**config.mk**
```make
export PLATFORM = sky130hd
export DESIGN_NAME = acs_top
export DESIGN_NICKNAME = d
export VERILOG_FILES = /design/src/design/acs_pkg.sv /design/src/design/acs_top.sv
export SDC_FILE = /design/constraint.sdc
export NUM_CORES = 1
export LEC_CHECK = 0
export ABC_CLOCK_PERIOD_IN_PS = 3100
export BUFFER_PORTS_ARGS = -buffer_cell sky130_fd_sc_hd__buf_2
export CAP_MARGIN = 20
export CELL_PAD_IN_SITES_DETAIL_PLACEMENT = 1
export CELL_PAD_IN_SITES_GLOBAL_PLACEMENT = 1
export CORE_MARGIN = 1
export CORE_UTILIZATION = 52
export DETAILED_ROUTE_END_ITERATION = 12
export GPL_TIMING_DRIVEN = 0
export PLACE_DENSITY = 0.92
export SYNTH_ARGS = -nofsm -noshare
export SYNTH_HDL_FRONTEND = slang
export SYNTH_HIERARCHICAL = 1
export SYNTH_SLANG_ARGS = --single-unit
```
**constraint.sdc**
```tcl
create_clock -name sys_clk -period 3.1 [get_ports sys_clk]
set_input_delay 0.775 -clock sys_clk [delete_from_list [all_inputs] [get_ports sys_clk]]
set_output_delay 0.775 -clock sys_clk [all_outputs]
set_load 0.1 [all_outputs]
```
**src/design/acs_pkg.sv**
```systemverilog
// constants and types for the converter command and result word logic
package acs_pkg;

  // ----------------------------------------------------------------
  // command byte layout
  // ----------------------------------------------------------------
  localparam int           CMD_W        = 8;
  localparam int           CMD_OP_BIT   = 7;
  localparam int           CMD_CONT_BIT = 6;
  localparam int           CMD_PTR_HI   = 5;
  localparam int           CMD_PTR_LO   = 3;
  localparam int           CMD_TYPE_HI  = 2;
  localparam int           CMD_TYPE_LO  = 0;
  localparam logic [7:0]   SYNC1_BYTE   = 8'hFF;
  localparam logic [7:0]   SYNC0_BYTE   = 8'hFE;
  localparam logic [7:0]   EXIT_BYTE    = 8'hFF;
  localparam logic [2:0]   OP_CONVERT   = 3'h0;

  // ----------------------------------------------------------------
  // serial frame counts
  // ----------------------------------------------------------------
  localparam logic [5:0]   FLAG_CLKS    = 6'h08;
  localparam logic [5:0]   WORD_CLKS    = 6'h20;
  localparam int           SYNC_AMBIG_CYCLES = 8;

  // ----------------------------------------------------------------
  // result word layout
  // ----------------------------------------------------------------
  localparam int           RES_W        = 32;
  localparam int           CODE_W       = 24;
  localparam int           CHAN_W       = 2;
  localparam logic [4:0]   UNUSED_ZERO  = 5'h00;
  localparam logic [23:0]  CODE_UNI_MAX = 24'hFFFFFF;
  localparam logic [23:0]  CODE_UNI_MIN = 24'h000000;
  localparam logic [23:0]  CODE_BIP_MAX = 24'h7FFFFF;
  localparam logic [23:0]  CODE_BIP_MIN = 24'h800000;
  localparam logic [31:0]  RES_RESET    = 32'h00000000;

  // ----------------------------------------------------------------
  // setup defaults
  // ----------------------------------------------------------------
  localparam int           NUM_SETUPS   = 8;
  localparam logic [1:0]   CHAN_DEFAULT = 2'h0;
  localparam logic         BIP_DEFAULT  = 1'b0;

  // ----------------------------------------------------------------
  // serial port states
  // ----------------------------------------------------------------
  typedef enum logic [2:0] {
    ST_CMD   = 3'b000,
    ST_WAIT  = 3'b001,
    ST_FLAG  = 3'b010,
    ST_SHIFT = 3'b011,
    ST_CAL   = 3'b100
  } acs_state_e;

endpackage

```
**src/design/acs_top.sv**
```systemverilog
// serial command decode, conversion sequencing and result word formatting
`timescale 1ns/10ps

// ------------------------------------------------------------------
// result buffer
// ------------------------------------------------------------------
module acs_fifo #(
  parameter int WIDTH = 32,
  parameter int DEPTH = 4
) (
  // clock and reset
  input  wire logic             sys_clk,
  input  wire logic             rst_b,
  input  wire logic             clk_en,
  // fill side
  input  wire logic             in_valid,
  input  wire logic [WIDTH-1:0] in_data,
  output logic                  in_ready,
  // drain side
  output logic                  out_valid,
  output logic [WIDTH-1:0]      out_data,
  input  wire logic             out_ready
);
  localparam int PTR_W = (DEPTH > 1) ? $clog2(DEPTH) : 1;
  localparam int CNT_W = $clog2(DEPTH + 1);
  localparam logic [PTR_W-1:0] PTR_LAST = PTR_W'(DEPTH - 1);
  localparam logic [CNT_W-1:0] CNT_FULL = CNT_W'(DEPTH);
  localparam logic [CNT_W-1:0] CNT_ONE  = CNT_W'(1);
  localparam logic [CNT_W-1:0] CNT_ZERO = CNT_W'(0);

  logic [WIDTH-1:0] mem_r [DEPTH];
  logic [PTR_W-1:0] wr_ptr_r;
  logic [PTR_W-1:0] rd_ptr_r;
  logic [CNT_W-1:0] count_r;
  logic [CNT_W-1:0] count_nxt;
  logic             push;
  logic             pop;

  assign push     = in_valid & in_ready;
  assign pop      = out_ready & out_valid;
  assign out_data = mem_r[rd_ptr_r];

  always_comb
  begin
    count_nxt = count_r;
    if (push & ~pop)
    begin
      count_nxt = count_r + CNT_ONE;
    end
    else if (pop & ~push)
    begin
      count_nxt = count_r - CNT_ONE;
    end
  end

  always_ff @(posedge sys_clk or negedge rst_b)
  begin
    if (!rst_b)
    begin
      wr_ptr_r  <= '0;
      rd_ptr_r  <= '0;
      count_r   <= CNT_ZERO;
      in_ready  <= 1'b1;
      out_valid <= 1'b0;
    end
    else if (clk_en)
    begin
      if (push)
      begin
        wr_ptr_r <= (wr_ptr_r == PTR_LAST) ? '0 : wr_ptr_r + 1'b1;
      end
      if (pop)
      begin
        rd_ptr_r <= (rd_ptr_r == PTR_LAST) ? '0 : rd_ptr_r + 1'b1;
      end
      count_r   <= count_nxt;
      in_ready  <= (count_nxt != CNT_FULL);
      out_valid <= (count_nxt != CNT_ZERO);
    end
  end

  always_ff @(posedge sys_clk)
  begin
    if (clk_en && push)
    begin
      mem_r[wr_ptr_r] <= in_data;
    end
  end
endmodule

// ------------------------------------------------------------------
// top
// ------------------------------------------------------------------
// Overview of operation
// - setup pointer picks one of eight setups; setup n sits in register n/2.
// - byte 10000000 runs one single conversion with setup 0.
// - single result: output low, 40 clocks read it, then back to command mode.
// - byte 11010000 starts continuous conversions with setup 2; each result pulls output low.
// - continuous mode keeps converting whether or not a result is read.
// - byte 10011001 runs one self offset calibration, output low when finished.
// - unwritten setups default to physical channel 1.
// - flush the filter when consecutive conversions change physical channel.
// - keep filter state when consecutive conversions use the same channel.
// - same clock and reset give identical start latency, within 8 cycles.
// - 32-bit result word, most significant bit first, code then flag byte.
// - straight binary when unipolar, two's complement when bipolar.
// - unipolar saturates at FFFFFF and 000000.
// - bipolar at or below negative full scale reads 800000.
// - bits 31 to 8 carry the latest code.
// - bits 7 to 3 always zero.
// - bit 2 flags input beyond the range.
// - bits 1 to 0 give channel: 00, 01, 10 for channels 1 to 3.
// - channel indicator 11 means physical channel 4.
// - first 8 read clocks clear the ready flag with input zero; 32 shift the word.
// - all ones in first 8 clocks ends continuous mode after this read.
module acs_top
  import acs_pkg::*;
#(
  parameter int FIFO_DEPTH = 4
) (
  // clock and reset
  input  wire logic              sys_clk,
  input  wire logic              rst_b,
  input  wire logic              clk_en,
  // serial port
  input  wire logic              sclk,
  input  wire logic              serial_input_line,
  input  wire logic              cs_b,
  output logic                   serial_output_line,
  output logic                   sdo_oe,
  // setup table write
  input  wire logic              setup_wr_en,
  input  wire logic [2:0]        setup_wr_idx,
  input  wire logic [1:0]        setup_wr_chan,
  input  wire logic              setup_wr_bipolar,
  input  wire logic              offset_gain_source_select,
  // converter core control
  output logic                   conv_start,
  output logic                   conv_stop,
  output logic                   conv_continuous,
  output logic [1:0]             conv_chan,
  output logic                   conv_bipolar,
  output logic [1:0]             conv_setup_reg,
  output logic                   filter_flush,
  output logic                   cal_start,
  output logic [2:0]             cal_type,
  output logic                   cal_source,
  input  wire logic              cal_done,
  // converter core results
  input  wire logic              res_valid,
  input  wire logic [CODE_W-1:0] res_code,
  input  wire logic              res_over_pos,
  input  wire logic              res_under,
  output logic                   res_ready
);

  // ----------------------------------------------------------------
  // declarations
  // ----------------------------------------------------------------
  acs_state_e       state_r;
  logic             sclk_s1, sclk_s2, sclk_d;
  logic             sdi_s1, sdi_s2;
  logic             cs_s1, cs_s2;
  logic             rise, fall;
  logic [5:0]       bit_cnt_r;
  logic [6:0]       shin_r;
  logic [7:0]       rx_byte;
  logic [RES_W-1:0] word_r;
  logic [RES_W-1:0] word_sh_r;
  logic             exit_r;
  logic [1:0]       setup_chan_r [NUM_SETUPS];
  logic             setup_bip_r  [NUM_SETUPS];
  logic [1:0]       last_chan_r;
  logic             last_valid_r;
  logic [2:0]       ptr;
  logic [2:0]       op_type;
  logic             byte_end;
  logic             cmd_take, cmd_op, cmd_conv, cmd_cal;
  logic             word_done;
  logic             drain_ready;
  logic             buf_valid;
  logic [RES_W-1:0] buf_data;
  logic [RES_W-1:0] fmt_word;

  // ----------------------------------------------------------------
  // pin synchronisers
  // ----------------------------------------------------------------
  always_ff @(posedge sys_clk or negedge rst_b)
  begin
    if (!rst_b)
    begin
      sclk_s1 <= 1'b0;
      sclk_s2 <= 1'b0;
      sclk_d  <= 1'b0;
      sdi_s1  <= 1'b0;
      sdi_s2  <= 1'b0;
      cs_s1   <= 1'b1;
      cs_s2   <= 1'b1;
    end
    else if (clk_en)
    begin
      sclk_s1 <= sclk;
      sclk_s2 <= sclk_s1;
      sclk_d  <= sclk_s2;
      sdi_s1  <= serial_input_line;
      sdi_s2  <= sdi_s1;
      cs_s1   <= cs_b;
      cs_s2   <= cs_s1;
    end
  end

  assign rise = sclk_s2 & ~sclk_d & ~cs_s2;
  assign fall = ~sclk_s2 & sclk_d & ~cs_s2;

  // ----------------------------------------------------------------
  // command decode
  // ----------------------------------------------------------------
  assign rx_byte  = {shin_r, sdi_s2};
  assign byte_end = rise & (bit_cnt_r == FLAG_CLKS - 6'h01);
  assign ptr      = rx_byte[CMD_PTR_HI:CMD_PTR_LO];
  assign op_type  = rx_byte[CMD_TYPE_HI:CMD_TYPE_LO];
  assign cmd_take = (state_r == ST_CMD) & byte_end;
  assign cmd_op   = rx_byte[CMD_OP_BIT] & (rx_byte != SYNC1_BYTE) & (rx_byte != SYNC0_BYTE);
  assign cmd_conv = cmd_take & cmd_op & (op_type == OP_CONVERT);
  assign cmd_cal  = cmd_take & cmd_op & (op_type != OP_CONVERT);
  assign word_done = (state_r == ST_SHIFT) & rise & (bit_cnt_r == WORD_CLKS - 6'h01);
  assign drain_ready = (state_r != ST_SHIFT);

  // ----------------------------------------------------------------
  // setup table
  // ----------------------------------------------------------------
  always_ff @(posedge sys_clk or negedge rst_b)
  begin
    if (!rst_b)
    begin
      for (int i = 0; i < NUM_SETUPS; i++)
      begin
        setup_chan_r[i] <= CHAN_DEFAULT;
        setup_bip_r[i]  <= BIP_DEFAULT;
      end
    end
    else if (clk_en && setup_wr_en)
    begin
      setup_chan_r[setup_wr_idx] <= setup_wr_chan;
      setup_bip_r[setup_wr_idx]  <= setup_wr_bipolar;
    end
  end

  // ----------------------------------------------------------------
  // result word formatting
  // ----------------------------------------------------------------
  always_comb
  begin
    fmt_word = {res_code, UNUSED_ZERO, 1'b0, conv_chan};
    if (res_over_pos)
    begin
      fmt_word[RES_W-1 -: CODE_W] = conv_bipolar ? CODE_BIP_MAX : CODE_UNI_MAX;
      fmt_word[CHAN_W] = 1'b1;
    end
    else if (res_under)
    begin
      fmt_word[RES_W-1 -: CODE_W] = conv_bipolar ? CODE_BIP_MIN : CODE_UNI_MIN;
      fmt_word[CHAN_W] = 1'b1;
    end
  end

  acs_fifo #(
    .WIDTH (RES_W),
    .DEPTH (FIFO_DEPTH)
  ) u_fifo (
    .sys_clk   (sys_clk),
    .rst_b     (rst_b),
    .clk_en    (clk_en),
    .in_valid  (res_valid),
    .in_data   (fmt_word),
    .in_ready  (res_ready),
    .out_valid (buf_valid),
    .out_data  (buf_data),
    .out_ready (drain_ready)
  );

  // ----------------------------------------------------------------
  // serial port sequencer
  // ----------------------------------------------------------------
  always_ff @(posedge sys_clk or negedge rst_b)
  begin
    if (!rst_b)
    begin
      state_r    <= ST_CMD;
      bit_cnt_r  <= 6'h00;
      shin_r     <= 7'h00;
      word_r     <= RES_RESET;
      word_sh_r  <= RES_RESET;
      exit_r     <= 1'b0;
      serial_output_line        <= 1'b1;
      sdo_oe     <= 1'b0;
    end
    else if (clk_en)
    begin
      sdo_oe <= ~cs_s2;
      if (rise)
      begin
        shin_r <= rx_byte[6:0];
      end
      if (buf_valid && drain_ready)
      begin
        word_r <= buf_data;
      end
      case (state_r)
        ST_CMD:
        begin
          if (rise)
          begin
            serial_output_line        <= 1'b1;
            bit_cnt_r  <= byte_end ? 6'h00 : bit_cnt_r + 6'h01;
          end
          if (cmd_conv)
          begin
            state_r <= ST_WAIT;
          end
          else if (cmd_cal)
          begin
            state_r <= ST_CAL;
          end
        end
        ST_WAIT:
        begin
          serial_output_line <= 1'b1;
          if (buf_valid)
          begin
            state_r   <= ST_FLAG;
            bit_cnt_r <= 6'h00;
            serial_output_line       <= 1'b0;
          end
        end
        ST_FLAG:
        begin
          serial_output_line <= 1'b0;
          if (rise)
          begin
            bit_cnt_r <= bit_cnt_r + 6'h01;
          end
          if (byte_end)
          begin
            state_r   <= ST_SHIFT;
            bit_cnt_r <= 6'h00;
            word_sh_r <= word_r;
            exit_r    <= conv_continuous & (rx_byte == EXIT_BYTE);
          end
        end
        ST_SHIFT:
        begin
          if (fall)
          begin
            serial_output_line       <= word_sh_r[RES_W-1];
            word_sh_r <= {word_sh_r[RES_W-2:0], 1'b0};
          end
          if (rise)
          begin
            bit_cnt_r <= bit_cnt_r + 6'h01;
          end
          if (word_done)
          begin
            bit_cnt_r <= 6'h00;
            serial_output_line       <= 1'b1;
            state_r   <= (conv_continuous && !exit_r) ? ST_WAIT : ST_CMD;
          end
        end
        ST_CAL:
        begin
          serial_output_line <= 1'b1;
          if (cal_done)
          begin
            state_r    <= ST_CMD;
            serial_output_line        <= 1'b0;
            bit_cnt_r  <= 6'h00;
          end
        end
        default:
        begin
          state_r <= ST_CMD;
        end
      endcase
    end
  end

  // ----------------------------------------------------------------
  // converter core control
  // ----------------------------------------------------------------
  always_ff @(posedge sys_clk or negedge rst_b)
  begin
    if (!rst_b)
    begin
      conv_start      <= 1'b0;
      conv_stop       <= 1'b0;
      conv_continuous <= 1'b0;
      conv_chan       <= CHAN_DEFAULT;
      conv_bipolar    <= BIP_DEFAULT;
      conv_setup_reg  <= 2'h0;
      filter_flush    <= 1'b0;
      cal_start       <= 1'b0;
      cal_type        <= OP_CONVERT;
      cal_source      <= 1'b0;
      last_chan_r     <= CHAN_DEFAULT;
      last_valid_r    <= 1'b0;
    end
    else if (clk_en)
    begin
      conv_start   <= cmd_conv;
      cal_start    <= cmd_cal;
      filter_flush <= 1'b0;
      conv_stop    <= word_done & exit_r;
      if (cmd_conv || cmd_cal)
      begin
        conv_chan      <= setup_chan_r[ptr];
        conv_bipolar   <= setup_bip_r[ptr];
        conv_setup_reg <= ptr[2:1];
      end
      if (cmd_conv)
      begin
        conv_continuous <= rx_byte[CMD_CONT_BIT];
        filter_flush    <= ~last_valid_r | (setup_chan_r[ptr] != last_chan_r);
        last_chan_r     <= setup_chan_r[ptr];
        last_valid_r    <= 1'b1;
      end
      if (cmd_cal)
      begin
        conv_continuous <= 1'b0;
        cal_type        <= op_type;
        cal_source      <= offset_gain_source_select;
        last_valid_r    <= 1'b0;
      end
      if (word_done && exit_r)
      begin
        conv_continuous <= 1'b0;
      end
    end
  end

endmodule

```
==> metrics.md <==
| Metric | Value |
|---|---|
| Worst Setup SP | `bit_cnt_r[0]$_DFFE_PN0P_` |
| Global-route wire length before repair | `48500 microns` |
| GRT Residual Overflow | `0` |
| Setup TNS Final | `0 ps` |
| Routed vias/inst | `6.25` |
| HP Class | `input port to async pin` |
| PortBufs | `57` |
| Setup crit start kind | `register` |
| Max reg flops | `128` |
| Required time worst endpoint | `3540 ps` |
| Largest registers | `u_fifo/mem_r: 128 flops, word_r: 32 flops, word_sh_r: 32 flops` |
| H-tree levels | `1` |
| Mapped cell area | `11400 sq um` |
| DR WL/cell | `26.6 microns` |
| Antenna cells | `0` |
| RR Startpoint | `bit_cnt_r[0]$_DFFE_PN0P_` |
| CTS buffer count | `27` |
| Largest net degree at the start of global routing | `84` |
| CP peak stage delay | `860 ps` |
| Critical path depth in cells | `7` |
| DRT iter0 DRCs | `558` |
| GP Congestion | `0.857` |
| Most flop-heavy register | `u_fifo/mem_r` |
| Ratio of cells with drive above 1 in the final layout | `0.281` |
| Peak VDD IR | `0.635 mV` |
| WS Path Type | `register to register` |
| Synth warnings | `6` |
| Fin crit period | `2810 ps` |
| Clock latency on the worst-skew pair | `570 ps` |
| Max clock buf depth | `3` |
| Storage element area | `7350 sq um` |
| EDFF count, synth | `128` |
| Die Width | `150 microns` |
| Arr. time, crit path | `3250 ps` |
| Final Skew | `26.9 ps` |
| Cell family with most CP delay | `compound AO/OA/AOI/OAI gates` |
| CTS clk-pin slew, worst paths | `60 ps` |
| Cell Count, Final, Fillers Out | `1162` |
| Fin crit share | `0.908` |
| Tightest Pin Transition | `1060 ps` |
| Fill count | `1994` |
| Number of synthesized register bits | `268` |
| Dominant synthesized flop cell | `dfrtp_1` |
| CTS tree | `yes` |
| Largest family of logic cells by synthesized area | `multiplexers` |
| Die extent in y | `150 microns` |
| Critical Path End Type | `register` |
| Clk sink count | `268` |
| Via Count | `7267` |
| Residual DRC count | `0` |
| Hold_ws | `200 ps` |
| Synth Area in Simple Gates | `0.0605` |
| Area taken by multi-input logic gates | `3840 sq um` |
| Vias in the first global route | `7998` |
| Most frequent cell after synthesis | `dfrtp_1` |
| Synth Instances | `759` |
| Synth area leader | `edfxtp_1` |
| Synth async-reset ratio | `0.522` |
| Cell Pwr Density | `903 nW/um^2` |
| Compound-Gate Fraction of Synth Area | `0.0715` |
| Mux contribution to synthesized area | `0.184` |
| Final wirelength | `31000 microns` |
| Synth top area share | `0.337` |
| Total Routing Usage GR | `0.291` |
| Crit path max fanout | `10` |
| Max-cap violations | `0` |
| Netlist cell types | `63` |
| Fmax | `0.355 GHz` |
| Hpwl dp | `17900 microns` |
| Worst path bufs/invs | `1` |
| Post-route cell area | `13000 sq um` |
| Final ANT Viol Nets | `0` |
| # IOs | `59` |
| RR Endpoint | `word_sh_r[11]$_DFFE_PN0P_` |
| Status | `complete, no violations` |
| Initial Utilization | `0.537` |
| Syn-to-layout area delta | `14.2%` |
| Reg2reg setup slack | `290 ps` |
| Leakage | `5.33 nW` |
| Adder-Cell Fraction of Synth Area | `0.00878` |
| Slowest CP cell | `o2111ai_1` |
| R2R depth | `7` |
| # rows | `53` |
| Setup crit end | `word_sh_r[11]$_DFFE_PN0P_` |
| XOR/XNOR Fraction of Synth Area | `0.00538` |
| Top cells by area in the synthesized netlist | `edfxtp_1 34%, dfrtp_1 30%, mux2_2 7.4%` |
| Core area | `21200 sq um` |
| Final Hold Fails | `0` |
| Nets | `916` |
| Sequential area share after synthesis | `0.645` |
| Final setup viols | `0` |
| Syn avg cell area | `15.0 sq um` |
| Slew HR | `0.292` |
| Antenna violations before repair | `0` |
| Post-synth top cells | `136 x dfrtp_1, 128 x edfxtp_1, 75 x mux2_2` |
| Pre-Repair DR Iteration Count | `5` |
| Placed Area | `12200 sq um` |
| Worst-path cell chain | `ha_1 > nand3b_1 > nor4_1 > o2111ai_1 > clkbuf_1 > nand2_1 > o21ai_0` |
| RSZ-0062 raised after global routing | `false` |
| Dpl cells | `1112` |
| CTS root buf | `clkbuf_16` |
| Full die area | `22500 sq um` |
| Max-slew violations | `0` |
where the power goes:
part           internal [W]  switching, W  total, W
Clock               0.00176       0.00141   0.00317
Combinational       0.00156       0.00201   0.00357
Sequential          0.00449      0.000522   0.00501
Total               0.00781       0.00394    0.0118
cell type report:
| cell class | count | area share |
|---|---|---|
| buffer | 46 | 0.0173 |
| clock buffer | 40 | 0.0604 |
| clock inverter | 10 | 0.00500 |
| inverter | 15 | 0.00433 |
| multi-input combinational | 449 | 0.295 |
| sequential | 268 | 0.565 |
| tap | 275 | 0.0264 |
| timing repair buffer | 59 | 0.0266 |
cell usage in the layout (no fill, tap or decap), drive strengths merged, types with 9 or more instances in the layout:
cell and count:
edfxtp 128, buf 78, clkbuf 67, nand2 53, dfrtp 136, a21o 27, o21ai 51, nor2 19
inv 16, conb 20, nand3 11, or3 9, mux2 76, mux4 36, a21oi 15, mux2i 42
repair_timing:
item,in CTS,in global routing
hold buffers,0,0
endpoints found under the setup margin,0,3
gates resized for setup,0,3
buffers inserted,0,0
metal layers:
metal  track usage  part of all wire  routed length, microns  vias up
li1              -                 -                       -     3044
met1         0.371              0.39                   12100     3842
met2         0.507              0.52                   16200      317
met3        0.0463             0.060                    1850       64
met4        0.0965             0.025                     778        0
met5             0                 0                       0        -
how the worst min path moves through the flow:
stage | startpoint | end | slack (ps) | depth (start not counted)
finish | rst_b | bit_cnt_r[2]$_DFFE_PN0P_ | 200 | 1
global route | rst_b | bit_cnt_r[2]$_DFFE_PN0P_ | 250 | 1
CTS | rst_b | word_sh_r[22]$_DFFE_PN0P_ | 230 | 1
detailed placement | word_sh_r[29]$_DFFE_PN0P_ | word_sh_r[29]$_DFFE_PN0P_ | 480 | 2
global placement | last_valid_r$_DFFE_PN0P_ | filter_flush$_DFFE_PN0P_ | 460 | 1
floorplan | last_valid_r$_DFFE_PN0P_ | last_valid_r$_DFFE_PN0P_ | 450 | 2
through the flow:
stage | power [W] | worst slack (ps) | util
2_1_floorplan | 0.00736 | 629 | -
3_3_place_gp | 0.00804 | -794 | 0.570
3_5_place_dp | 0.00838 | 107 | 0.573
4_1_cts | 0.0117 | 39.8 | 0.613
5_1_grt | 0.0122 | 227 | 0.613
6_report | 0.0118 | 286 | 0.613
logic make-up after synthesis:
family | count (synthesis)
compound gates | 124
xor+xnor | 7
fa+ha+maj | 8
buf+inv | 61
flops | 268
mux | 154
other cells | 1
simple gates | 136
Power figures use the tool's default switching activity.
